--- src/shared/rtcts_pkg.sv ---
// constants and types shared by the rtc timer and serial slave
package rtcts_pkg;
  // register word addresses
  localparam logic [3:0] ADDR_CS1 = 4'h0;
  localparam logic [3:0] ADDR_CS2 = 4'h1;
  localparam logic [3:0] ADDR_SEC = 4'h2;
  localparam logic [3:0] ADDR_TCTL = 4'he;
  localparam logic [3:0] ADDR_TCNT = 4'hf;
  // field positions
  localparam int BIT_TEST = 7;
  localparam int BIT_STOP = 5;
  localparam int BIT_PERMIT = 3;
  localparam int BIT_TFLAG = 2;
  localparam int BIT_TE = 7;
  // implemented bits and reset values
  localparam logic [7:0] CS1_MASK = 8'ha8;
  localparam logic [7:0] CS1_RST = 8'h08;
  localparam logic [7:0] TCTL_MASK = 8'h83;
  localparam logic [7:0] TCTL_RST = 8'h03;
  // timer source select codes
  localparam logic [1:0] SRC_4096 = 2'h0;
  localparam logic [1:0] SRC_64 = 2'h1;
  localparam logic [1:0] SRC_1 = 2'h2;
  localparam logic [1:0] SRC_MIN = 2'h3;
  // tick rates and counts
  localparam int TICK_HZ = 4096;
  localparam logic [5:0] C64_LAST = 6'h3f;
  localparam logic [5:0] SEC_LAST = 6'h3b;
  localparam logic [2:0] OVR_EDGES = 3'h4;
  // serial slave states
  typedef enum {ST_IDLE, ST_RX, ST_RXACK, ST_TX, ST_TXACK} rtcts_st_t;
  typedef enum {PH_ADDR, PH_WORD, PH_DATA} rtcts_ph_t;
endpackage : rtcts_pkg

--- src/shared/rtcts_reg_if.sv ---
// register access path between the serial slave and the register file
`timescale 1ns/1ps
interface rtcts_reg_if;
  logic [3:0] addr;
  logic [7:0] wdata;
  logic wr;
  logic [7:0] rdata;
  modport bus (output addr, output wdata, output wr, input rdata);
  modport regs (input addr, input wdata, input wr, output rdata);
endinterface : rtcts_reg_if

--- src/rtl/rtcts_prescaler.sv ---
// six-stage prescaler turning the 64 Hz tick into seconds
`timescale 1ns/1ps
module rtcts_prescaler
  import rtcts_pkg::*;
#(
  parameter int W = 6
) (
  // clock and reset
  input wire logic clock,
  input wire logic rst,
  // control
  input wire logic halt,
  input wire logic tick,
  // seconds pulse
  output logic sec_tick
);
  logic [W-1:0] cnt_r, cnt_nxt;
  logic sec_r, sec_nxt;
  localparam logic [W-1:0] HALF_M1 = W'((1 << (W - 1)) - 1);

  // count ticks, cleared while halted
  always_comb begin
    cnt_nxt = cnt_r;
    sec_nxt = 1'b0;
    if (halt) begin
      cnt_nxt = '0; // [RQ10]
    end else if (tick) begin
      cnt_nxt = cnt_r + 1'b1; // [RQ9]
      sec_nxt = (cnt_r == HALF_M1); // [RQ11]
    end
  end

  always_ff @(posedge clock) begin
    if (rst) begin
      cnt_r <= '0;
      sec_r <= 1'b0;
    end else begin
      cnt_r <= cnt_nxt;
      sec_r <= sec_nxt;
    end
  end

  assign sec_tick = sec_r;
endmodule : rtcts_prescaler

--- src/rtl/rtcts_i2c_slave.sv ---
// two-wire serial bus slave with auto-incrementing word pointer
`timescale 1ns/1ps
module rtcts_i2c_slave
  import rtcts_pkg::*;
#(
  parameter logic [6:0] SLV_ADDR = 7'h2a
) (
  // clock and reset
  input wire logic clock,
  input wire logic rst,
  // synchronised bus lines
  input wire logic scl,
  input wire logic sda,
  // data line enable, low pulls the line low
  output logic sda_oe_n,
  // register access
  rtcts_reg_if.bus rb
);
  rtcts_st_t st_r, st_nxt;
  rtcts_ph_t ph_r, ph_nxt;
  logic [7:0] sh_r, sh_nxt;
  logic [3:0] bits_r, bits_nxt, ptr_r, ptr_nxt;
  logic rw_r, rw_nxt, oe_n_r, oe_n_nxt, scl_d_r, sda_d_r;
  logic rise, fall, start, stop, byte_done;

  // line events; data moving while clock high is a control condition
  assign rise = scl & ~scl_d_r;
  assign fall = ~scl & scl_d_r;
  assign start = scl & scl_d_r & sda_d_r & ~sda; // [RQ15] [RQ16]
  assign stop = scl & scl_d_r & ~sda_d_r & sda; // [RQ15]
  assign byte_done = (st_r == ST_RX) && fall && (bits_r == 4'h8); // [RQ17]
  assign rb.wr = byte_done && (ph_r == PH_DATA);
  assign rb.addr = ptr_r;
  assign rb.wdata = sh_r;

  // byte, acknowledge and pointer sequencing
  always_comb begin
    st_nxt = st_r;
    ph_nxt = ph_r;
    sh_nxt = sh_r;
    bits_nxt = bits_r;
    ptr_nxt = ptr_r;
    rw_nxt = rw_r;
    oe_n_nxt = oe_n_r;
    if (start) begin
      st_nxt = ST_RX;
      ph_nxt = PH_ADDR;
      bits_nxt = 4'h0;
      oe_n_nxt = 1'b1;
    end else if (stop) begin
      st_nxt = ST_IDLE;
      oe_n_nxt = 1'b1;
    end else begin
      case (st_r)
        ST_RX: begin
          if (rise) begin
            sh_nxt = {sh_r[6:0], sda};
            bits_nxt = bits_r + 4'h1;
          end else if (byte_done) begin
            bits_nxt = 4'h0;
            if (ph_r == PH_ADDR && sh_r[7:1] != SLV_ADDR) begin
              st_nxt = ST_IDLE;
            end else begin
              oe_n_nxt = 1'b0; // [RQ18]
              st_nxt = ST_RXACK;
              if (ph_r == PH_ADDR) rw_nxt = sh_r[0];
              if (ph_r == PH_WORD) ptr_nxt = sh_r[3:0]; // [RQ21]
              if (ph_r == PH_DATA) ptr_nxt = ptr_r + 4'h1; // [RQ22]
            end
          end
        end
        ST_RXACK: begin
          if (fall) begin
            if (ph_r == PH_ADDR && rw_r) begin
              sh_nxt = rb.rdata;
              oe_n_nxt = rb.rdata[7];
              st_nxt = ST_TX;
            end else begin
              oe_n_nxt = 1'b1;
              st_nxt = ST_RX;
              ph_nxt = (ph_r == PH_ADDR) ? PH_WORD : PH_DATA;
            end
          end
        end
        ST_TX: begin
          if (fall) begin
            if (bits_r == 4'h7) begin
              oe_n_nxt = 1'b1;
              bits_nxt = 4'h0;
              ptr_nxt = ptr_r + 4'h1; // [RQ22]
              st_nxt = ST_TXACK;
            end else begin
              sh_nxt = {sh_r[6:0], 1'b0};
              oe_n_nxt = sh_r[6];
              bits_nxt = bits_r + 4'h1;
            end
          end
        end
        ST_TXACK: begin
          if (rise && sda) begin
            st_nxt = ST_IDLE; // [RQ19]
          end else if (fall) begin
            sh_nxt = rb.rdata;
            oe_n_nxt = rb.rdata[7];
            st_nxt = ST_TX;
          end
        end
        default: st_nxt = ST_IDLE;
      endcase
    end
  end

  always_ff @(posedge clock) begin
    if (rst) begin
      st_r <= ST_IDLE;
      ph_r <= PH_ADDR;
      sh_r <= 8'h00;
      bits_r <= 4'h0;
      ptr_r <= 4'h0;
      rw_r <= 1'b0;
      oe_n_r <= 1'b1;
      scl_d_r <= 1'b1;
      sda_d_r <= 1'b1;
    end else begin
      st_r <= st_nxt;
      ph_r <= ph_nxt;
      sh_r <= sh_nxt;
      bits_r <= bits_nxt;
      ptr_r <= ptr_nxt;
      rw_r <= rw_nxt;
      oe_n_r <= oe_n_nxt;
      scl_d_r <= scl;
      sda_d_r <= sda;
    end
  end

  assign sda_oe_n = oe_n_r; // [RQ20]
endmodule : rtcts_i2c_slave

--- src/rtl/rtcts_top.sv ---
// rtc countdown timer, external clock test mode and serial slave
`timescale 1ns/1ps
// Overview of operation
// [RQ1] eight-bit timer decrements once per source tick
// [RQ2] timer counts only while run-enable bit set
// [RQ3] source select picks 4096, 64, 1, 1/60 Hz
// [RQ4] software parks select at slowest when idle
// [RQ5] countdown register holds loaded count n
// [RQ6] master clocks bus at twice timer source
// [RQ7] test select turns clock pin into input
// [RQ8] test mode: pin edges replace 64 Hz tick
// [RQ9] six-stage prescaler makes seconds from 64 Hz
// [RQ10] halt bit holds prescaler at zero
// [RQ11] first second after 32 edges, then 64
// [RQ12] prescaler state undefined on test entry
// [RQ13] toggle sequence ends power-on reset at once
// [RQ14] permit bit zero ends and blocks override
// [RQ15] start and stop are data edges, clock high
// [RQ16] data changes only while clock is low
// [RQ17] each byte followed by one acknowledge slot
// [RQ18] slave receiver acknowledges every received byte
// [RQ19] master nacks last byte, slave releases line
// [RQ20] slave only; clock input, data open drain
// [RQ21] only low four word address bits used
// [RQ22] word address increments after each data byte
// [RQ23] expiry sets flag, reloads count, continues
module rtcts_top
  import rtcts_pkg::*;
#(
  parameter int CLK_HZ = 100_000_000,
  parameter int DIV4096 = CLK_HZ / TICK_HZ,
  parameter int POR_CYCLES = 1000,
  parameter logic [6:0] SLV_ADDR = 7'h2a
) (
  // clock and reset
  input wire logic clock,
  input wire logic rst,
  // serial bus pins
  input wire logic scl,
  input wire logic sda_line,
  output logic sda_drive,
  output logic sda_oe_n,
  // clock output pin
  input wire logic clock_output_pin,
  output logic clock_output_pin_drive,
  output logic clock_output_pin_oe_n,
  // status
  output logic timer_flag
);
  localparam int DW = $clog2(DIV4096);
  localparam int PW = $clog2(POR_CYCLES + 1);

  //--------------------------------------------------
  // pin synchronisers
  //--------------------------------------------------
  logic [2:0] meta_r, sync_r, prev_r;
  logic scl_s, sda_s, pin_rise, sda_edge;

  // two flops on {clock pin, data, clock}, then one history stage
  always_ff @(posedge clock) begin
    if (rst) begin
      meta_r <= 3'h7;
      sync_r <= 3'h7;
      prev_r <= 3'h7;
    end else begin
      meta_r <= {clock_output_pin, sda_line, scl};
      sync_r <= meta_r;
      prev_r <= sync_r;
    end
  end

  assign scl_s = sync_r[0];
  assign sda_s = sync_r[1];
  assign sda_edge = sync_r[1] ^ prev_r[1];
  assign pin_rise = sync_r[2] & ~prev_r[2];

  //--------------------------------------------------
  // power-on reset and override
  //--------------------------------------------------
  logic por_r, por_nxt, ovr_r, ovr_nxt, ovr_go, core_rst;
  logic [PW-1:0] por_cnt_r, por_cnt_nxt;
  logic [2:0] tog_r, tog_nxt;
  logic [7:0] cs1_r, cs1_nxt;
  rtcts_reg_if rb ();

  // data toggles while clock low are counted while power-on reset lasts; the fourth ends reset only if override is permitted
  assign ovr_go = por_r && cs1_r[BIT_PERMIT] && sda_edge && !scl_s && tog_r == OVR_EDGES - 3'h1;

  always_comb begin
    por_nxt = por_r;
    ovr_nxt = ovr_r;
    por_cnt_nxt = por_cnt_r;
    tog_nxt = tog_r;
    if (por_r) begin
      if (sda_edge && !scl_s) tog_nxt = tog_r + 3'h1;
      if (ovr_go) begin
        por_nxt = 1'b0; // [RQ13]
        ovr_nxt = 1'b1;
      end else if (por_cnt_r == PW'(POR_CYCLES - 1)) begin
        por_nxt = 1'b0;
      end else begin
        por_cnt_nxt = por_cnt_r + 1'b1;
      end
    end
    if (rb.wr && rb.addr == ADDR_CS1 && !rb.wdata[BIT_PERMIT]) ovr_nxt = 1'b0; // [RQ14]
  end

  always_ff @(posedge clock) begin
    if (rst) begin
      por_r <= 1'b1;
      ovr_r <= 1'b0;
      por_cnt_r <= '0;
      tog_r <= 3'h0;
    end else begin
      por_r <= por_nxt;
      ovr_r <= ovr_nxt;
      por_cnt_r <= por_cnt_nxt;
      tog_r <= tog_nxt;
    end
  end

  // bus held off until power-on reset ends
  assign core_rst = rst | por_r;

  //--------------------------------------------------
  // serial slave
  //--------------------------------------------------
  rtcts_i2c_slave #(
    .SLV_ADDR(SLV_ADDR)
  ) u_slave (
    .clock(clock),
    .rst(core_rst),
    .scl(scl_s),
    .sda(sda_s),
    .sda_oe_n(sda_oe_n),
    .rb(rb.bus)
  );

  //--------------------------------------------------
  // tick generation
  //--------------------------------------------------
  logic [DW-1:0] div_r, div_nxt;
  logic [5:0] c64_r, c64_nxt;
  logic t4096, t64_int, t64, sec_tick, min_tick, test_on;

  assign test_on = cs1_r[BIT_TEST];
  assign t4096 = (div_r == DW'(DIV4096 - 1));
  assign t64_int = t4096 && (c64_r == C64_LAST);
  // test mode takes pin edges in place of the internal 64 Hz tick
  assign t64 = test_on ? pin_rise : t64_int; // [RQ8] [RQ12]

  always_comb begin
    div_nxt = t4096 ? '0 : div_r + 1'b1;
    c64_nxt = t4096 ? c64_r + 6'h1 : c64_r;
  end

  always_ff @(posedge clock) begin
    if (rst) begin
      div_r <= '0;
      c64_r <= 6'h00;
    end else begin
      div_r <= div_nxt;
      c64_r <= c64_nxt;
    end
  end

  rtcts_prescaler u_pre (
    .clock(clock),
    .rst(core_rst),
    .halt(cs1_r[BIT_STOP]),
    .tick(t64),
    .sec_tick(sec_tick)
  );

  //--------------------------------------------------
  // register file and countdown timer
  //--------------------------------------------------
  logic [7:0] tctl_r, tctl_nxt, tload_r, tload_nxt, tcnt_r, tcnt_nxt;
  logic [5:0] sec_r, sec_nxt;
  logic flag_r, flag_nxt, flag_set, flag_clr, tmr_tick, tcnt_wr, te;

  assign te = tctl_r[BIT_TE];
  assign tcnt_wr = rb.wr && rb.addr == ADDR_TCNT;
  assign min_tick = sec_tick && sec_r == SEC_LAST;

  // source select
  always_comb begin
    case (tctl_r[1:0])
      SRC_4096: tmr_tick = t4096; // [RQ3]
      SRC_64: tmr_tick = t64;
      SRC_1: tmr_tick = sec_tick;
      SRC_MIN: tmr_tick = min_tick;
      default: tmr_tick = 1'b0;
    endcase
  end

  // register writes, seconds count and timer countdown
  always_comb begin
    cs1_nxt = cs1_r;
    tctl_nxt = tctl_r;
    tload_nxt = tload_r;
    tcnt_nxt = tcnt_r;
    sec_nxt = sec_r;
    flag_set = 1'b0;
    flag_clr = 1'b0;
    if (sec_tick) sec_nxt = (sec_r == SEC_LAST) ? 6'h00 : sec_r + 6'h1;
    if (tmr_tick && te && !tcnt_wr) begin // [RQ2]
      if (tcnt_r <= 8'h01) begin
        tcnt_nxt = tload_r; // [RQ23]
        flag_set = 1'b1;
      end else begin
        tcnt_nxt = tcnt_r - 8'h01; // [RQ1]
      end
    end
    if (rb.wr) begin
      case (rb.addr)
        ADDR_CS1: cs1_nxt = rb.wdata & CS1_MASK; // [RQ7] [RQ10]
        ADDR_CS2: flag_clr = !rb.wdata[BIT_TFLAG];
        ADDR_SEC: sec_nxt = rb.wdata[5:0];
        ADDR_TCTL: tctl_nxt = rb.wdata & TCTL_MASK;
        ADDR_TCNT: begin
          tload_nxt = rb.wdata; // [RQ5]
          tcnt_nxt = rb.wdata;
        end
        default: ;
      endcase
    end
    // a fresh expiry wins over a clear in the same cycle
    flag_nxt = flag_set | (flag_r & ~flag_clr);
  end

  always_ff @(posedge clock) begin
    if (core_rst) begin
      cs1_r <= CS1_RST;
      tctl_r <= TCTL_RST;
      tload_r <= 8'h00;
      tcnt_r <= 8'h00;
      sec_r <= 6'h00;
      flag_r <= 1'b0;
    end else begin
      cs1_r <= cs1_nxt;
      tctl_r <= tctl_nxt;
      tload_r <= tload_nxt;
      tcnt_r <= tcnt_nxt;
      sec_r <= sec_nxt;
      flag_r <= flag_nxt;
    end
  end

  // read mux, live countdown value on its own address
  always_comb begin
    case (rb.addr)
      ADDR_CS1: rb.rdata = cs1_r;
      ADDR_CS2: rb.rdata = {5'h00, flag_r, 2'h0};
      ADDR_SEC: rb.rdata = {2'h0, sec_r};
      ADDR_TCTL: rb.rdata = tctl_r;
      ADDR_TCNT: rb.rdata = tcnt_r;
      default: rb.rdata = 8'h00;
    endcase
  end

  //--------------------------------------------------
  // output flops
  //--------------------------------------------------
  logic pin_out_r, pin_out_nxt, pin_oe_n_r, pin_oe_n_nxt, flag_out_r;

  // clock pin drives a square wave unless test mode makes it an input
  always_comb begin
    pin_out_nxt = t64_int ? ~pin_out_r : pin_out_r;
    pin_oe_n_nxt = test_on; // [RQ7]
  end

  always_ff @(posedge clock) begin
    if (rst) begin
      pin_out_r <= 1'b0;
      pin_oe_n_r <= 1'b1;
      flag_out_r <= 1'b0;
    end else begin
      pin_out_r <= pin_out_nxt;
      pin_oe_n_r <= pin_oe_n_nxt;
      flag_out_r <= flag_nxt;
    end
  end

  assign sda_drive = 1'b0; // open drain, only the enable moves
  assign clock_output_pin_drive = pin_out_r;
  assign clock_output_pin_oe_n = pin_oe_n_r;
  assign timer_flag = flag_out_r;
endmodule : rtcts_top

--- config.mk ---
export PLATFORM = sky130hd
export DESIGN_NAME = rtcts_top
export DESIGN_NICKNAME = d
export VERILOG_FILES = /design/src/shared/rtcts_pkg.sv /design/src/shared/rtcts_reg_if.sv /design/src/rtl/rtcts_prescaler.sv /design/src/rtl/rtcts_i2c_slave.sv /design/src/rtl/rtcts_top.sv
export SDC_FILE = /design/constraint.sdc
export NUM_CORES = 1
export LEC_CHECK = 0
export BUFFER_PORTS_ARGS = -buffer_cell sky130_fd_sc_hd__clkbuf_2
export CAP_MARGIN = 30
export CORE_MARGIN = 1.5
export CORE_UTILIZATION = 60
export CTS_CLUSTER_DIAMETER = 80
export DETAILED_ROUTE_END_ITERATION = 8
export GPL_ROUTABILITY_DRIVEN = 0
export HOLD_SLACK_MARGIN = 0.05
export PLACE_DENSITY_LB_ADDON = 0.1
export SLEW_MARGIN = 25
export SYNTH_ARGS = -nofsm -noshare
export SYNTH_HDL_FRONTEND = slang
export SYNTH_SLANG_ARGS = --single-unit
--- constraint.sdc ---
create_clock -name clock -period 2.8 [get_ports clock]
set_input_delay 0.14 -clock clock [delete_from_list [all_inputs] [get_ports clock]]
set_output_delay 0.14 -clock clock [all_outputs]
set_load 0.02 [all_outputs]
==> results of run 1 <==
-- final cells by class --
cell class | instances | area (um^2)
Clock inverter | 6 | 67.6
Multi-Input combinational cell | 482 | 3000
Inverter | 12 | 45.0
Fill cell | 769 | 3030
Tap cell | 108 | 135
Clock buffer | 10 | 128
Sequential cell | 107 | 2140
Timing Repair Buffer | 19 | 130
-- placed cells by master, fill, tap and decap left out, types with 3 or more instances in the layout --
master / synthesis / routed
sky130_fd_sc_hd__and2_1: 3 / 3
sky130_fd_sc_hd__nand2_1: 62 / 62
sky130_fd_sc_hd__and4_1: 4 / 4
sky130_fd_sc_hd__clkbuf_8: 0 / 9
sky130_fd_sc_hd__nand3b_1: 6 / 6
sky130_fd_sc_hd__dlygate4sd3_1: 0 / 3
sky130_fd_sc_hd__a21oi_1: 41 / 41
sky130_fd_sc_hd__inv_6: 0 / 3
sky130_fd_sc_hd__a211oi_1: 10 / 10
sky130_fd_sc_hd__xor2_1: 22 / 22
sky130_fd_sc_hd__clkbuf_2: 0 / 8
sky130_fd_sc_hd__nor2b_1: 5 / 5
sky130_fd_sc_hd__or2_2: 13 / 13
sky130_fd_sc_hd__buf_4: 2 / 7
sky130_fd_sc_hd__and3_1: 11 / 11
sky130_fd_sc_hd__a21o_1: 6 / 6
sky130_fd_sc_hd__nand2b_1: 6 / 6
sky130_fd_sc_hd__o31ai_1: 4 / 4
sky130_fd_sc_hd__nand3_1: 20 / 20
sky130_fd_sc_hd__or3_1: 8 / 8
sky130_fd_sc_hd__nor4b_1: 3 / 3
sky130_fd_sc_hd__a311o_1: 4 / 4
sky130_fd_sc_hd__nor4_1: 3 / 3
sky130_fd_sc_hd__nor3b_1: 3 / 3
sky130_fd_sc_hd__a22oi_1: 5 / 5
sky130_fd_sc_hd__o211ai_1: 4 / 4
sky130_fd_sc_hd__a31oi_1: 3 / 3
sky130_fd_sc_hd__xnor2_1: 18 / 18
sky130_fd_sc_hd__inv_1: 12 / 12
sky130_fd_sc_hd__dfxtp_1: 107 / 107
sky130_fd_sc_hd__mux2i_1: 23 / 23
sky130_fd_sc_hd__nor2_1: 91 / 91
sky130_fd_sc_hd__a32oi_1: 3 / 3
sky130_fd_sc_hd__ha_1: 16 / 16
sky130_fd_sc_hd__o21ai_0: 24 / 24
sky130_fd_sc_hd__nand4_1: 11 / 11
sky130_fd_sc_hd__nor3_1: 17 / 17
-- where the power goes --
| part | internal (mW) | switching (mW) | total [mW] | leakage, nW |
|---|---|---|---|---|
| sequential | 1.53 | 0.0131 | 1.55 | 0.865 |
| combinational | 0.0228 | 0.0285 | 0.0513 | 1.06 |
| clock | 0.351 | 0.580 | 0.931 | 0.0974 |
-- sequential cells by signal, summed over array words and instances, names as in the netlist, 4 cells and up --
name,cells
c64_r,6
tload_r,8
div_r,15
por_cnt_r,10
u_pre.cnt_r,6
tcnt_r,8
sec_r,6
u_slave.rb.wdata,8
u_slave.rb.addr,4
u_slave.bits_r,4
-- per-layer routing --
metal	up-vias	track usage [%]	share of wire (%)	wire (um)
met5	-	0	0	0
met4	0	8.13	1.8	201
met2	88	39.7	47	5240
li1	2225	-	-	-
met3	17	4.10	3.9	430
met1	2039	33.3	47	5290
-- worst max-delay path, delay by kind of cell, from the launching register on --
family	cells	cell delay, ns
AOI/OAI and AO/OA	1	0.07
DFF	1	0.62
and+or+nand+nor	4	1.40
-- repair_timing --
item	in CTS	in global routing
resized for setup	0	0
hold buffers	3	0
endpoints found under the hold margin	3	0
-- cells by family (layout without fill, tap and decap cells) --
group / after synthesis / in the layout / share of synthesized area, %
AND/OR/NAND/NOR: 277 / 277 / 25.8
AO/OA/AOI/OAI: 125 / 125 / 15.5
multiplexers: 23 / 23 / 4.30
adder cells (fa/ha/maj): 16 / 16 / 3.74
buffers and inverters: 51 / 47 / 3.97
other: 1 / 1 / 0.0700
flip-flops: 107 / 107 / 40.0
XOR/XNOR: 40 / 40 / 6.54
-- worst max-delay path by stage --
stage                               start  cells after the start            to
after floorplan                  div_r[1]                      9     tcnt_r[2]
after global placement           div_r[0]                      7    timer_flag
after detailed placement  u_slave.st_r[0]                      6  u_slave.rw_r
after CTS                 u_slave.st_r[0]                      6     tcnt_r[0]
after global routing      u_slave.st_r[0]                      4      sec_r[3]
final                     u_slave.st_r[0]                      5      sec_r[1]
-- stage by stage --
stage	power (mW)	hold WS [ns]	utilization, %	instance area, um^2
4_1_cts	2.56	0.0670	65.0	5640
6_report	2.53	0.0733	65.1	5650
2_1_floorplan	1.62	0.244	-	5350
3_5_place_dp	1.63	0.330	62.4	5410
5_1_grt	2.62	0.0850	65.1	5650
3_3_place_gp	1.63	0.323	62.4	5410
==> tab_implementation.tex, run 1 <==
\begin{tabular}{lr}
\hline
Metric & Value \\
\hline
\multicolumn{2}{l}{\textbf{Yosys}} \\
\quad Post-synthesis area per instance & approximately 8.4 um\^{}2 \\
\quad Async S/R FF share, synth & 0\% \\
\quad Seq/Total Area, Yosys & about two fifths \\
\quad Number of nets produced by synthesis & between 600 and 700 \\
\quad Most used standard cells in the synthesized netlist & 107 x sky130\_fd\_sc\_hd\_\_dfxtp\_1, 91 x sky130\_fd\_sc\_hd\_\_nor2\_1, 62 x sky130\_fd\_sc\_hd\_\_nand2\_1 \\
\quad EDFF count, synth & 0 \\
\quad Area share of the largest cell type after synthesis & between 40\% and 50\% \\
\quad Synthesized area & about 5400 um\^{}2 \\
\quad Number of warnings issued by yosys & 0 \\
\quad Cell taking the most area after synthesis & sky130\_fd\_sc\_hd\_\_dfxtp\_1 \\
\quad Number of storage elements in the synthesis netlist & between 100 and 150 \\
\quad Number of instances in the synthesized netlist & 640 \\
\quad Post-synth cell types & just over 60 \\
\quad Leading cell types by total area after synthesis & sky130\_fd\_sc\_hd\_\_dfxtp\_1 40\%, sky130\_fd\_sc\_hd\_\_nor2\_1 6.4\%, sky130\_fd\_sc\_hd\_\_nand2\_1 4.3\% \\
\quad Most used standard cell by instance count after synthesis & sky130\_fd\_sc\_hd\_\_dfxtp\_1 \\
\quad Post-synth top flop & sky130\_fd\_sc\_hd\_\_dfxtp\_1 \\
\multicolumn{2}{l}{\textbf{Timing}} \\
\quad Unrepaired setup endpoints after global routing & false \\
\quad Final WS setup & 0.547 ns \\
\quad Final hold vios & 0 \\
\quad Share of the clock period used by the worst path & between 80 and 90\% \\
\quad Final Slew Violations & 0 \\
\quad Least-Margin Pin Slew & $\sim$0.65 ns \\
\quad Final Setup Violations & 0 \\
\quad Highest clock rate & 444 MHz \\
\quad Post-layout min period & 2.25 ns \\
\quad Worst setup skew after layout & $\sim$0.014 ns \\
\quad Slew Limit Headroom & 56.0\% \\
\quad Sum Neg Setup Slack & 0 ns \\
\multicolumn{2}{l}{\textbf{Floorplanning}} \\
\quad Horizontal die dimension & slightly below 100 um \\
\quad Starting density of the core & 61.7\% \\
\quad Site row count & 34 \\
\quad Area of the die & about 9500 um\^{}2 \\
\quad Core Footprint & just under 9000 um\^{}2 \\
\quad Die Ht & 97.5 um \\
\quad Number of top-level design ports & 10 \\
\multicolumn{2}{l}{\textbf{Drt}} \\
\quad Remaining antenna violation count after routing & 0 \\
\quad Via count of the routed design & about 4,400 \\
\quad Residual DRC count & 0 \\
\quad Violation count after the first detailed-routing iteration & 280 \\
\quad Post-detailed-route via-to-cell ratio & around 6 \\
\quad Final WL & 11,200 um \\
\quad Routed len/inst & roughly 15 um \\
\quad Router iterations before antenna repair & 6 \\
\multicolumn{2}{l}{\textbf{Setup path}} \\
\quad Register-to-register path setup slack & 0.55 ns \\
\quad Data required time at the worst endpoint & slightly above 3 ns \\
\quad Worst path arrival time & approximately 2.5 ns \\
\quad Endpoint type of the worst setup path & flip-flop \\
\quad Cells along the critical path & nand2b\_4, nor4\_4, nand3\_1, nor2\_1, a211oi\_1 \\
\quad Crit Reg-Reg Endpoint & sec\_r[1] \\
\quad Count of cells along the worst register-to-register path & 5 \\
\quad Type of element launching the critical path & flip-flop \\
\quad Classification of the worst setup path & reg -> reg \\
\quad Crit path largest cell delay & 0.62 ns \\
\quad Worst-path maximum fanout & 13 \\
\quad CP max-delay cell & sky130\_fd\_sc\_hd\_\_dfxtp\_1 \\
\quad Start of the worst register-to-register path & u\_slave.st\_r[0] \\
\multicolumn{2}{l}{\textbf{Cells and area}} \\
\quad Layout net count & between 600 and 700 \\
\quad Number of diodes & 0 \\
\quad Final non-filler cell total & roughly 740 \\
\quad Fraction of layout instances using a drive strength above 1 & just over 8\% \\
\quad Area growth syn-to-layout & 5.47\% \\
\multicolumn{2}{l}{\textbf{Power and ir drop}} \\
\quad Static leakage power & between 2 and 2.5 nW \\
\quad Pwr/cell area & between 400 and 500 nW/um\^{}2 \\
\quad Max VDD drop & around 230 uV \\
\multicolumn{2}{l}{\textbf{Worst hold path}} \\
\quad Worst min path class & in -> reg \\
\quad Min-Delay Path Depth & 3 \\
\quad Endpoint of the worst hold-timing path & cs1\_r[3] \\
\quad Origin of the worst min-delay path & rst \\
\multicolumn{2}{l}{\textbf{Placement}} \\
\quad Count of buffers inserted at the top-level ports & 8 \\
\quad Number of cells in the design after placement & about 720 \\
\quad Worst-case setup slack after placement & between 0.6 and 0.7 ns \\
\quad DPL Wire Length & between 7000 and 8000 um \\
\multicolumn{2}{l}{\textbf{CTS}} \\
\quad TritonCTS clock tree & done \\
\quad Clk\_lat worst skew & 0.38 ns \\
\quad CTS buffer count & 9 \\
\quad Clk pin slew, worst setup/hold paths & $\sim$0.11 ns \\
\quad Number of sinks on the clock net & 107 \\
\quad CTS Root Buffer Type & sky130\_fd\_sc\_hd\_\_clkbuf\_8 \\
\quad Buffers inserted during post-CTS setup optimization & 0 \\
\quad Clock buffer depth & 2 \\
\quad H-tree Lvls & 3 \\
\multicolumn{2}{l}{\textbf{Flow run}} \\
\quad Number of max-capacitance violations reported & 0 \\
\multicolumn{2}{l}{\textbf{GRT}} \\
\quad Largest net degree at the start of global routing & 37 \\
\quad Number of antenna violations at the first check in global routing & 0 \\
\quad Remaining global-route overflow & 0 \\
\quad Total global routing track utilization & between 20\% and 30\% \\
\quad Global-route wire length before repair & around 19,000 um \\
\quad Number of global-route vias before repair & 4,047 \\
\multicolumn{2}{l}{\textbf{Run status}} \\
\quad Run status & completed \\
\hline
\end{tabular}
No activity file was read; power rests on OpenSTA's default activity.
==> run 2: changes to the inputs <==
--- a/config.mk
+++ b/config.mk
@@ -8,7 +8,7 @@
 export BUFFER_PORTS_ARGS = -buffer_cell sky130_fd_sc_hd__clkbuf_2
 export CAP_MARGIN = 30
 export CORE_MARGIN = 1.5
-export CORE_UTILIZATION = 60
+export CORE_UTILIZATION = 57
 export CTS_CLUSTER_DIAMETER = 80
 export DETAILED_ROUTE_END_ITERATION = 8
 export GPL_ROUTABILITY_DRIVEN = 0
==> constraint.sdc (replaced) <==
create_clock -name clock -period 1.97 [get_ports clock]
set_input_delay 0.0985 -clock clock [delete_from_list [all_inputs] [get_ports clock]]
set_output_delay 0.0985 -clock clock [all_outputs]
set_load 0.02 [all_outputs]
==> run 2 against run 1 <==
Wire length increased by 3.9%. Global-route usage decreased by 0.50 points. Power increased by 42%. Utilization increased by 0.83 points. Critical path depth increased by 2. First-iteration DRC count decreased by 5.4%. Maximum frequency increased by 20%. Die area increased by 5.1%. Critical endpoint is now tcnt_r[0]. Largest power group unchanged. Highest routed layer unchanged.
==> tab_implementation.tex, run 2 (synthesis results as in run 1) <==
\begin{tabular}{lr}
\hline
Metric & Value \\
\hline
\multicolumn{2}{l}{\textbf{Timing}} \\
\quad Highest clock rate & 531 MHz (+20\%) \\
\quad Share of the clock period used by the worst path & 95.6\% (+15 points) \\
\quad Final hold vios & 0 (unchanged) \\
\quad Slew Limit Headroom & 54.9\% (-1.2 points) \\
\quad Worst setup skew after layout & 0.0179 ns (+0.00401 ns) \\
\quad Final Slew Violations & 0 (unchanged) \\
\quad Final WS setup & 0.0859 ns (-0.461 ns) \\
\quad Post-layout min period & 1.88 ns (-0.369 ns) \\
\quad Least-Margin Pin Slew & 0.677 ns (+0.0260 ns) \\
\quad Final Setup Violations & 0 (unchanged) \\
\multicolumn{2}{l}{\textbf{Floorplanning}} \\
\quad Number of top-level design ports & 10 (unchanged) \\
\quad Site row count & 35 (+2.9\%) \\
\quad Core Footprint & 9150 um\^{}2 (+5.5\%) \\
\quad Starting density of the core & 58.5\% (-3.2 points) \\
\quad Die Ht & 99.9 um (+2.5\%) \\
\quad Area of the die & 9980 um\^{}2 (+5.1\%) \\
\quad Horizontal die dimension & 99.9 um (+2.5\%) \\
\multicolumn{2}{l}{\textbf{Power and ir drop}} \\
\quad Pwr/cell area & 595 nW/um\^{}2 (+33\%) \\
\quad Static leakage power & 2.22 nW (+10\%) \\
\quad Total power draw & 3.59 mW (+42\%) \\
\quad Max VDD drop & 422 uV (+81\%) \\
\multicolumn{2}{l}{\textbf{Cells and area}} \\
\quad Most common cell after layout, fill and taps aside & sky130\_fd\_sc\_hd\_\_dfxtp\_1 \\
\quad Max FFs per register & 15 (unchanged) \\
\quad Non-Filler Cell Area, Final & 6030 um\^{}2 (+6.8\%) \\
\quad Final non-filler cell total & 787 (+5.8\%) \\
\quad Layout net count & 692 (+6.1\%) \\
\quad Registers with the most flip-flops & div\_r: 15 flops, por\_cnt\_r: 10 flops \\
\quad Final standard cell utilization of the core & 65.9\% (+0.83 points) \\
\quad Most frequent cells in the layout & 104 x sky130\_fd\_sc\_hd\_\_dfxtp\_1, 91 x sky130\_fd\_sc\_hd\_\_nor2\_1, 61 x sky130\_fd\_sc\_hd\_\_nand2\_1 \\
\quad Number of diodes & 0 (unchanged) \\
\quad Filler cells & 790 (+2.7\%) \\
\quad Area growth syn-to-layout & 12.6\% \\
\quad Fraction of layout instances using a drive strength above 1 & 16.1\% (+7.9 points) \\
\quad Register with the most flip-flops & div\_r \\
\multicolumn{2}{l}{\textbf{Run status}} \\
\quad Run status & completed \\
\multicolumn{2}{l}{\textbf{CTS}} \\
\quad Clock buffer depth & 2 (unchanged) \\
\quad TritonCTS clock tree & done \\
\quad CTS Root Buffer Type & sky130\_fd\_sc\_hd\_\_clkbuf\_8 \\
\quad Clk pin slew, worst setup/hold paths & 0.11 ns (about the same) \\
\quad Number of sinks on the clock net & 107 (unchanged) \\
\quad Clk\_lat worst skew & 0.37 ns (about the same) \\
\quad H-tree Lvls & 3 (unchanged) \\
\quad CTS buffer count & 9 (unchanged) \\
\multicolumn{2}{l}{\textbf{Drt}} \\
\quad Final WL & 11,600 um (+3.9\%) \\
\quad Post-detailed-route via-to-cell ratio & 5.74 (-2.3\%) \\
\quad Remaining antenna violation count after routing & 0 (unchanged) \\
\quad Routed len/inst & 14.7 um (-1.8\%) \\
\quad Via count of the routed design & 4,517 (+3.4\%) \\
\quad Router iterations before antenna repair & 5 (-1) \\
\quad Violation count after the first detailed-routing iteration & 265 (-5.4\%) \\
\quad Residual DRC count & 0 (unchanged) \\
\multicolumn{2}{l}{\textbf{Setup path}} \\
\quad Worst-path maximum fanout & 4 (-9) \\
\quad Count of cells along the worst register-to-register path & 7 (+2) \\
\quad Data required time at the worst endpoint & 2.23 ns (-0.80 ns) \\
\quad Classification of the worst setup path & reg -> reg \\
\quad Type of element launching the critical path & flip-flop \\
\quad Worst path arrival time & 2.14 ns (-0.34 ns) \\
\quad Endpoint type of the worst setup path & flip-flop \\
\multicolumn{2}{l}{\textbf{Placement}} \\
\quad Number of cells in the design after placement & 758 (+4.7\%) \\
\quad Count of buffers inserted at the top-level ports & 8 (unchanged) \\
\quad DPL Wire Length & 8180 um (+6.0\%) \\
\quad Placement Cell Area & 5650 um\^{}2 (+4.4\%) \\
\quad Worst-case setup slack after placement & -0.00729 ns (-0.613 ns) \\
\multicolumn{2}{l}{\textbf{GRT}} \\
\quad Global-route wire length before repair & 19,400 um (+0.75\%) \\
\quad Largest net degree at the start of global routing & 33 (-11\%) \\
\quad Number of antenna violations at the first check in global routing & 0 (unchanged) \\
\quad Remaining global-route overflow & 0 (unchanged) \\
\quad Number of global-route vias before repair & 4,059 (+0.30\%) \\
\quad Total global routing track utilization & 24.0\% (-0.50 points) \\
\multicolumn{2}{l}{\textbf{Flow run}} \\
\quad Number of max-capacitance violations reported & 0 (unchanged) \\
\multicolumn{2}{l}{\textbf{Worst hold path}} \\
\quad Worst min path class & in -> reg \\
\quad Min-Delay Path Depth & 3 (unchanged) \\
\hline
\end{tabular}
## run 2: cell types whose count changed in the layout (fill, tap and decap cells not counted), sizes merged
cell	change
clkinvlp	+1
buf	+41
clkbuf	-1
inv	-2
clkinv	+1
## run 2: what timing repair did
action | 4_1_cts | 5_1_grt
endpoints found under the hold margin | 3 | 0
gates resized for setup | 7 | 16
hold buffers | 3 | 0
pin swaps | 2 | 7
setup buffers | 4 | 5
cloned | 0 | 1
setup endpoints to repair | 3 | 46
## run 2: final timing paths
check                                  to  slack, ns      start
worst max register to register  tcnt_r[0]       0.09   c64_r[0]
worst min register to register  sync_r[2]       0.42  meta_r[2]
worst max-delay path            tcnt_r[0]       0.09   c64_r[0]
worst min-delay path             tog_r[1]       0.13        rst
## run 2: report_power, final
part / switching [mW] / internal, mW / total (mW)
logic: 0.0500 / 0.0396 / 0.0896
registers: 0.0120 / 2.18 / 2.19
clock network: 0.784 / 0.521 / 1.30
## run 2: critical path: stages, from the launching register on
cell and delay, ns:
sky130_fd_sc_hd__dfxtp_1 0.36, sky130_fd_sc_hd__ha_1 0.23, sky130_fd_sc_hd__nor3b_2 0.18, sky130_fd_sc_hd__o32a_1 0.41, sky130_fd_sc_hd__buf_4 0.16, sky130_fd_sc_hd__or3_1 0.30
sky130_fd_sc_hd__o211ai_1 0.09, sky130_fd_sc_hd__a31oi_1 0.05
## run 2: routing by layer
layer  part of all wire, %  vias to the layer above  GRT usage, %
met5                     0                        -             0
met4                   1.4                        0          8.02
met3                   3.9                       18          3.48
met2                    47                       92          38.7
met1                    47                     2104          33.2
li1                      -                     2303             -
## run 2: final cells by class
class / instances / area (um^2) / area share (%)
Sequential cell: 107 / 2150 / 35.6
Multi-Input combinational cell: 482 / 3060 / 50.8
Tap cell: 111 / 139 / 2.30
Inverter: 12 / 45.0 / 0.747
Timing Repair Buffer: 59 / 439 / 7.28
Clock inverter: 6 / 61.3 / 1.02
Clock buffer: 10 / 138 / 2.28
## run 2: metrics by stage
stage	hold slack (ns)	setup TNS, ns
floorplan	0.202	0
global placement	0.281	0
detailed placement	0.284	-0.00729
CTS	0.124	-0.0133
global route	0.144	-0.0303
finish	0.132	0
==> run 3: changes to the inputs <==
--- a/config.mk
+++ b/config.mk
@@ -12,6 +12,7 @@
 export CTS_CLUSTER_DIAMETER = 80
 export DETAILED_ROUTE_END_ITERATION = 8
 export GPL_ROUTABILITY_DRIVEN = 0
+export GPL_TIMING_DRIVEN = 0
 export HOLD_SLACK_MARGIN = 0.05
 export PLACE_DENSITY_LB_ADDON = 0.1
 export SLEW_MARGIN = 25
==> constraint.sdc (replaced) <==
create_clock -name clock -period 1.97 [get_ports clock]
set_input_delay 0 -clock clock [delete_from_list [all_inputs] [get_ports clock]]
set_output_delay 0 -clock clock [all_outputs]
set_load 0.02 [all_outputs]
==> run 3 against run 2 <==
Non-clock buffer count shrank 8. Cell count shrank 1.0%. Worst setup slack gained 0.012 ns. Clock skew shrank 0.0019 ns. Maximum frequency grew 0.61%. Largest power group unchanged. Highest routed layer unchanged.
==> tab_implementation.tex, run 3 (synthesis results as in run 1) <==
\begin{tabular}{lr}
\hline
Metric & Value \\
\hline
\multicolumn{2}{l}{\textbf{Timing}} \\
\quad Final Setup Violations & 0 (unchanged) \\
\quad Slew Limit Headroom & 61.9\% (+7.0 points) \\
\quad Worst setup skew after layout & 0.0160 ns (-0.00186 ns) \\
\quad Final hold vios & 0 (unchanged) \\
\quad Share of the clock period used by the worst path & 95.1\% (-0.58 points) \\
\quad Post-layout min period & 1.87 ns (-0.0115 ns) \\
\quad Final Slew Violations & 0 (unchanged) \\
\quad Highest clock rate & 534 MHz (+0.61\%) \\
\quad Least-Margin Pin Slew & 0.570 ns (-0.107 ns) \\
\multicolumn{2}{l}{\textbf{Placement}} \\
\quad DPL Wire Length & 8400 um (+2.7\%) \\
\quad Placement Cell Area & 5530 um\^{}2 (-2.2\%) \\
\quad Count of buffers inserted at the top-level ports & 7 (-1) \\
\multicolumn{2}{l}{\textbf{Drt}} \\
\quad Remaining antenna violation count after routing & 0 (unchanged) \\
\quad Routed len/inst & 15.1 um (+2.5\%) \\
\quad Residual DRC count & 0 (unchanged) \\
\quad Router iterations before antenna repair & 4 (-1) \\
\quad Post-detailed-route via-to-cell ratio & 5.86 (+2.1\%) \\
\quad Final WL & 11,800 um (+1.5\%) \\
\quad Violation count after the first detailed-routing iteration & 212 (-20\%) \\
\quad Via count of the routed design & 4,563 (+1.0\%) \\
\multicolumn{2}{l}{\textbf{Setup path}} \\
\quad Endpoint type of the worst setup path & flip-flop \\
\quad Worst path arrival time & 2.17 ns (+0.03 ns) \\
\quad Crit path largest cell delay & 0.43 ns (+0.02 ns) \\
\quad Launch point of the critical path & u\_slave.bits\_r[0] \\
\quad Type of element launching the critical path & flip-flop \\
\quad Register-to-register path setup slack & 0.1 ns (about the same) \\
\quad CP max-delay cell & sky130\_fd\_sc\_hd\_\_or3\_4 \\
\quad Start of the worst register-to-register path & u\_slave.bits\_r[0] \\
\quad Count of cells along the worst register-to-register path & 9 (+2) \\
\quad Classification of the worst setup path & reg -> reg \\
\quad Cells along the critical path & inv\_2, ha\_4, nand3b\_1, buf\_4, nor3\_1, or3\_4, o21ai\_4, o21ai\_2, a221oi\_2 \\
\quad Worst-path maximum fanout & 4 (unchanged) \\
\quad Data required time at the worst endpoint & 2.27 ns (+0.04 ns) \\
\quad Crit Reg-Reg Endpoint & u\_slave.st\_r[0] \\
\multicolumn{2}{l}{\textbf{Power and ir drop}} \\
\quad Total power draw & 3.53 mW (-1.6\%) \\
\quad Pwr/cell area & 589 nW/um\^{}2 (-0.91\%) \\
\quad Static leakage power & 2.13 nW (-4.2\%) \\
\quad Max VDD drop & 614 uV (+45\%) \\
\multicolumn{2}{l}{\textbf{Run status}} \\
\quad Run status & completed \\
\multicolumn{2}{l}{\textbf{CTS}} \\
\quad CTS buffer count & 9 (unchanged) \\
\quad TritonCTS clock tree & done \\
\quad Number of sinks on the clock net & 107 (unchanged) \\
\quad Clk\_lat worst skew & 0.38 ns (about the same) \\
\quad H-tree Lvls & 3 (unchanged) \\
\quad CTS Root Buffer Type & sky130\_fd\_sc\_hd\_\_clkbuf\_8 \\
\quad Clock buffer depth & 2 (unchanged) \\
\quad Clk pin slew, worst setup/hold paths & 0.11 ns (about the same) \\
\multicolumn{2}{l}{\textbf{Cells and area}} \\
\quad Max FFs per register & 15 (unchanged) \\
\quad Non-Filler Cell Area, Final & 5990 um\^{}2 (-0.75\%) \\
\quad Layout net count & 684 (-1.2\%) \\
\quad Area growth syn-to-layout & 11.8\% \\
\quad Most common cell after layout, fill and taps aside & sky130\_fd\_sc\_hd\_\_dfxtp\_1 \\
\quad Registers with the most flip-flops & div\_r: 15 flops, por\_cnt\_r: 10 flops \\
\quad Register with the most flip-flops & div\_r \\
\quad Most frequent cells in the layout & 100 x sky130\_fd\_sc\_hd\_\_dfxtp\_1, 90 x sky130\_fd\_sc\_hd\_\_nor2\_1, 62 x sky130\_fd\_sc\_hd\_\_nand2\_1 \\
\quad Fraction of layout instances using a drive strength above 1 & 15.3\% (-0.85 points) \\
\quad Number of diodes & 0 (unchanged) \\
\multicolumn{2}{l}{\textbf{Floorplanning}} \\
\quad Starting density of the core & 58.5\% (unchanged) \\
\quad Site row count & 35 (unchanged) \\
\quad Core Footprint & 9150 um\^{}2 (unchanged) \\
\quad Die Ht & 99.9 um (unchanged) \\
\quad Number of top-level design ports & 10 (unchanged) \\
\quad Horizontal die dimension & 99.9 um (unchanged) \\
\quad Area of the die & 9980 um\^{}2 (unchanged) \\
\multicolumn{2}{l}{\textbf{Worst hold path}} \\
\quad Origin of the worst min-delay path & rst \\
\quad Worst min path class & in -> reg \\
\quad Min-Delay Path Depth & 2 (-1) \\
\quad Endpoint of the worst hold-timing path & u\_slave.scl\_d\_r \\
\multicolumn{2}{l}{\textbf{Flow run}} \\
\quad Number of max-capacitance violations reported & 0 (unchanged) \\
\multicolumn{2}{l}{\textbf{GRT}} \\
\quad Number of antenna violations at the first check in global routing & 0 (unchanged) \\
\quad Total global routing track utilization & 24.8\% (+0.75 points) \\
\quad Number of global-route vias before repair & 4,277 (+5.4\%) \\
\quad Largest net degree at the start of global routing & 19 (-42\%) \\
\quad Remaining global-route overflow & 0 (unchanged) \\
\quad Global-route wire length before repair & 19,900 um (+2.6\%) \\
\hline
\end{tabular}
## run 3: area by class of cell
cell class	instances	area [um^2]
buffer	32	165
clock buffer	10	128
clock inverter	6	50.0
fill	814	3170
inverter	12	45.0
multi-input combinational	482	3170
sequential	107	2160
tap	111	139
timing repair buffer	19	136
## run 3: how the worst max path moves through the flow
| stage | end | slack (ns) | cells past startpoint |
|---|---|---|---|
| 5_1_grt | u_slave.st_r[0] | -0.003 | 9 |
| 3_3_place_gp | tcnt_r[3] | -0.35 | 9 |
| 2_1_floorplan | tcnt_r[2] | 0.09 | 9 |
| 3_5_place_dp | tcnt_r[4] | -0.40 | 9 |
| 6_report | u_slave.st_r[0] | 0.1 | 9 |
| 4_1_cts | u_slave.st_r[0] | 0.0002 | 9 |
## run 3: what timing repair did
action                                 4_1_cts  5_1_grt
buffers inserted                             5        4
hold buffers                                 3        0
setup endpoints to repair                   43       62
pin swaps                                    6       11
resized for setup                           26       40
endpoints found under the hold margin        3        0
## run 3: critical path, delay by kind of cell, from the launching register on
kind	cells	cell delay, ns
flip-flops	1	0.37
adder cells (fa/ha/maj)	1	0.15
AND/OR/NAND/NOR	3	0.62
buffers and inverters	2	0.19
AO/OA/AOI/OAI	3	0.47
## run 3: routing by layer
layer	track usage (%)	up-vias	wire length, um
met3	4.94	22	511
met5	0	-	0
met2	41.0	102	5540
met4	7.80	0	236
met1	32.6	2150	5470
li1	-	2289	-
## run 3: per-stage QoR
step	TNS [ns]	setup slack [ns]	std cells	util (%)	hold slack, ns
after global routing	-0.00287	-0.00287	779	65.4	0.140
after CTS	0	0.000168	778	63.8	0.112
after floorplan	0	0.0880	640	-	0.104
after detailed placement	-6.16	-0.402	758	60.4	0.188
after global placement	-5.07	-0.347	758	60.4	0.183
final	0	0.0974	779	65.4	0.107
## run 3: where the power goes
part	leakage [nW]	internal, mW	switching [mW]	total [mW]
registers	0.868	2.18	0.0164	2.20
clock network	0.0940	0.479	0.766	1.24
logic	1.17	0.0394	0.0470	0.0864
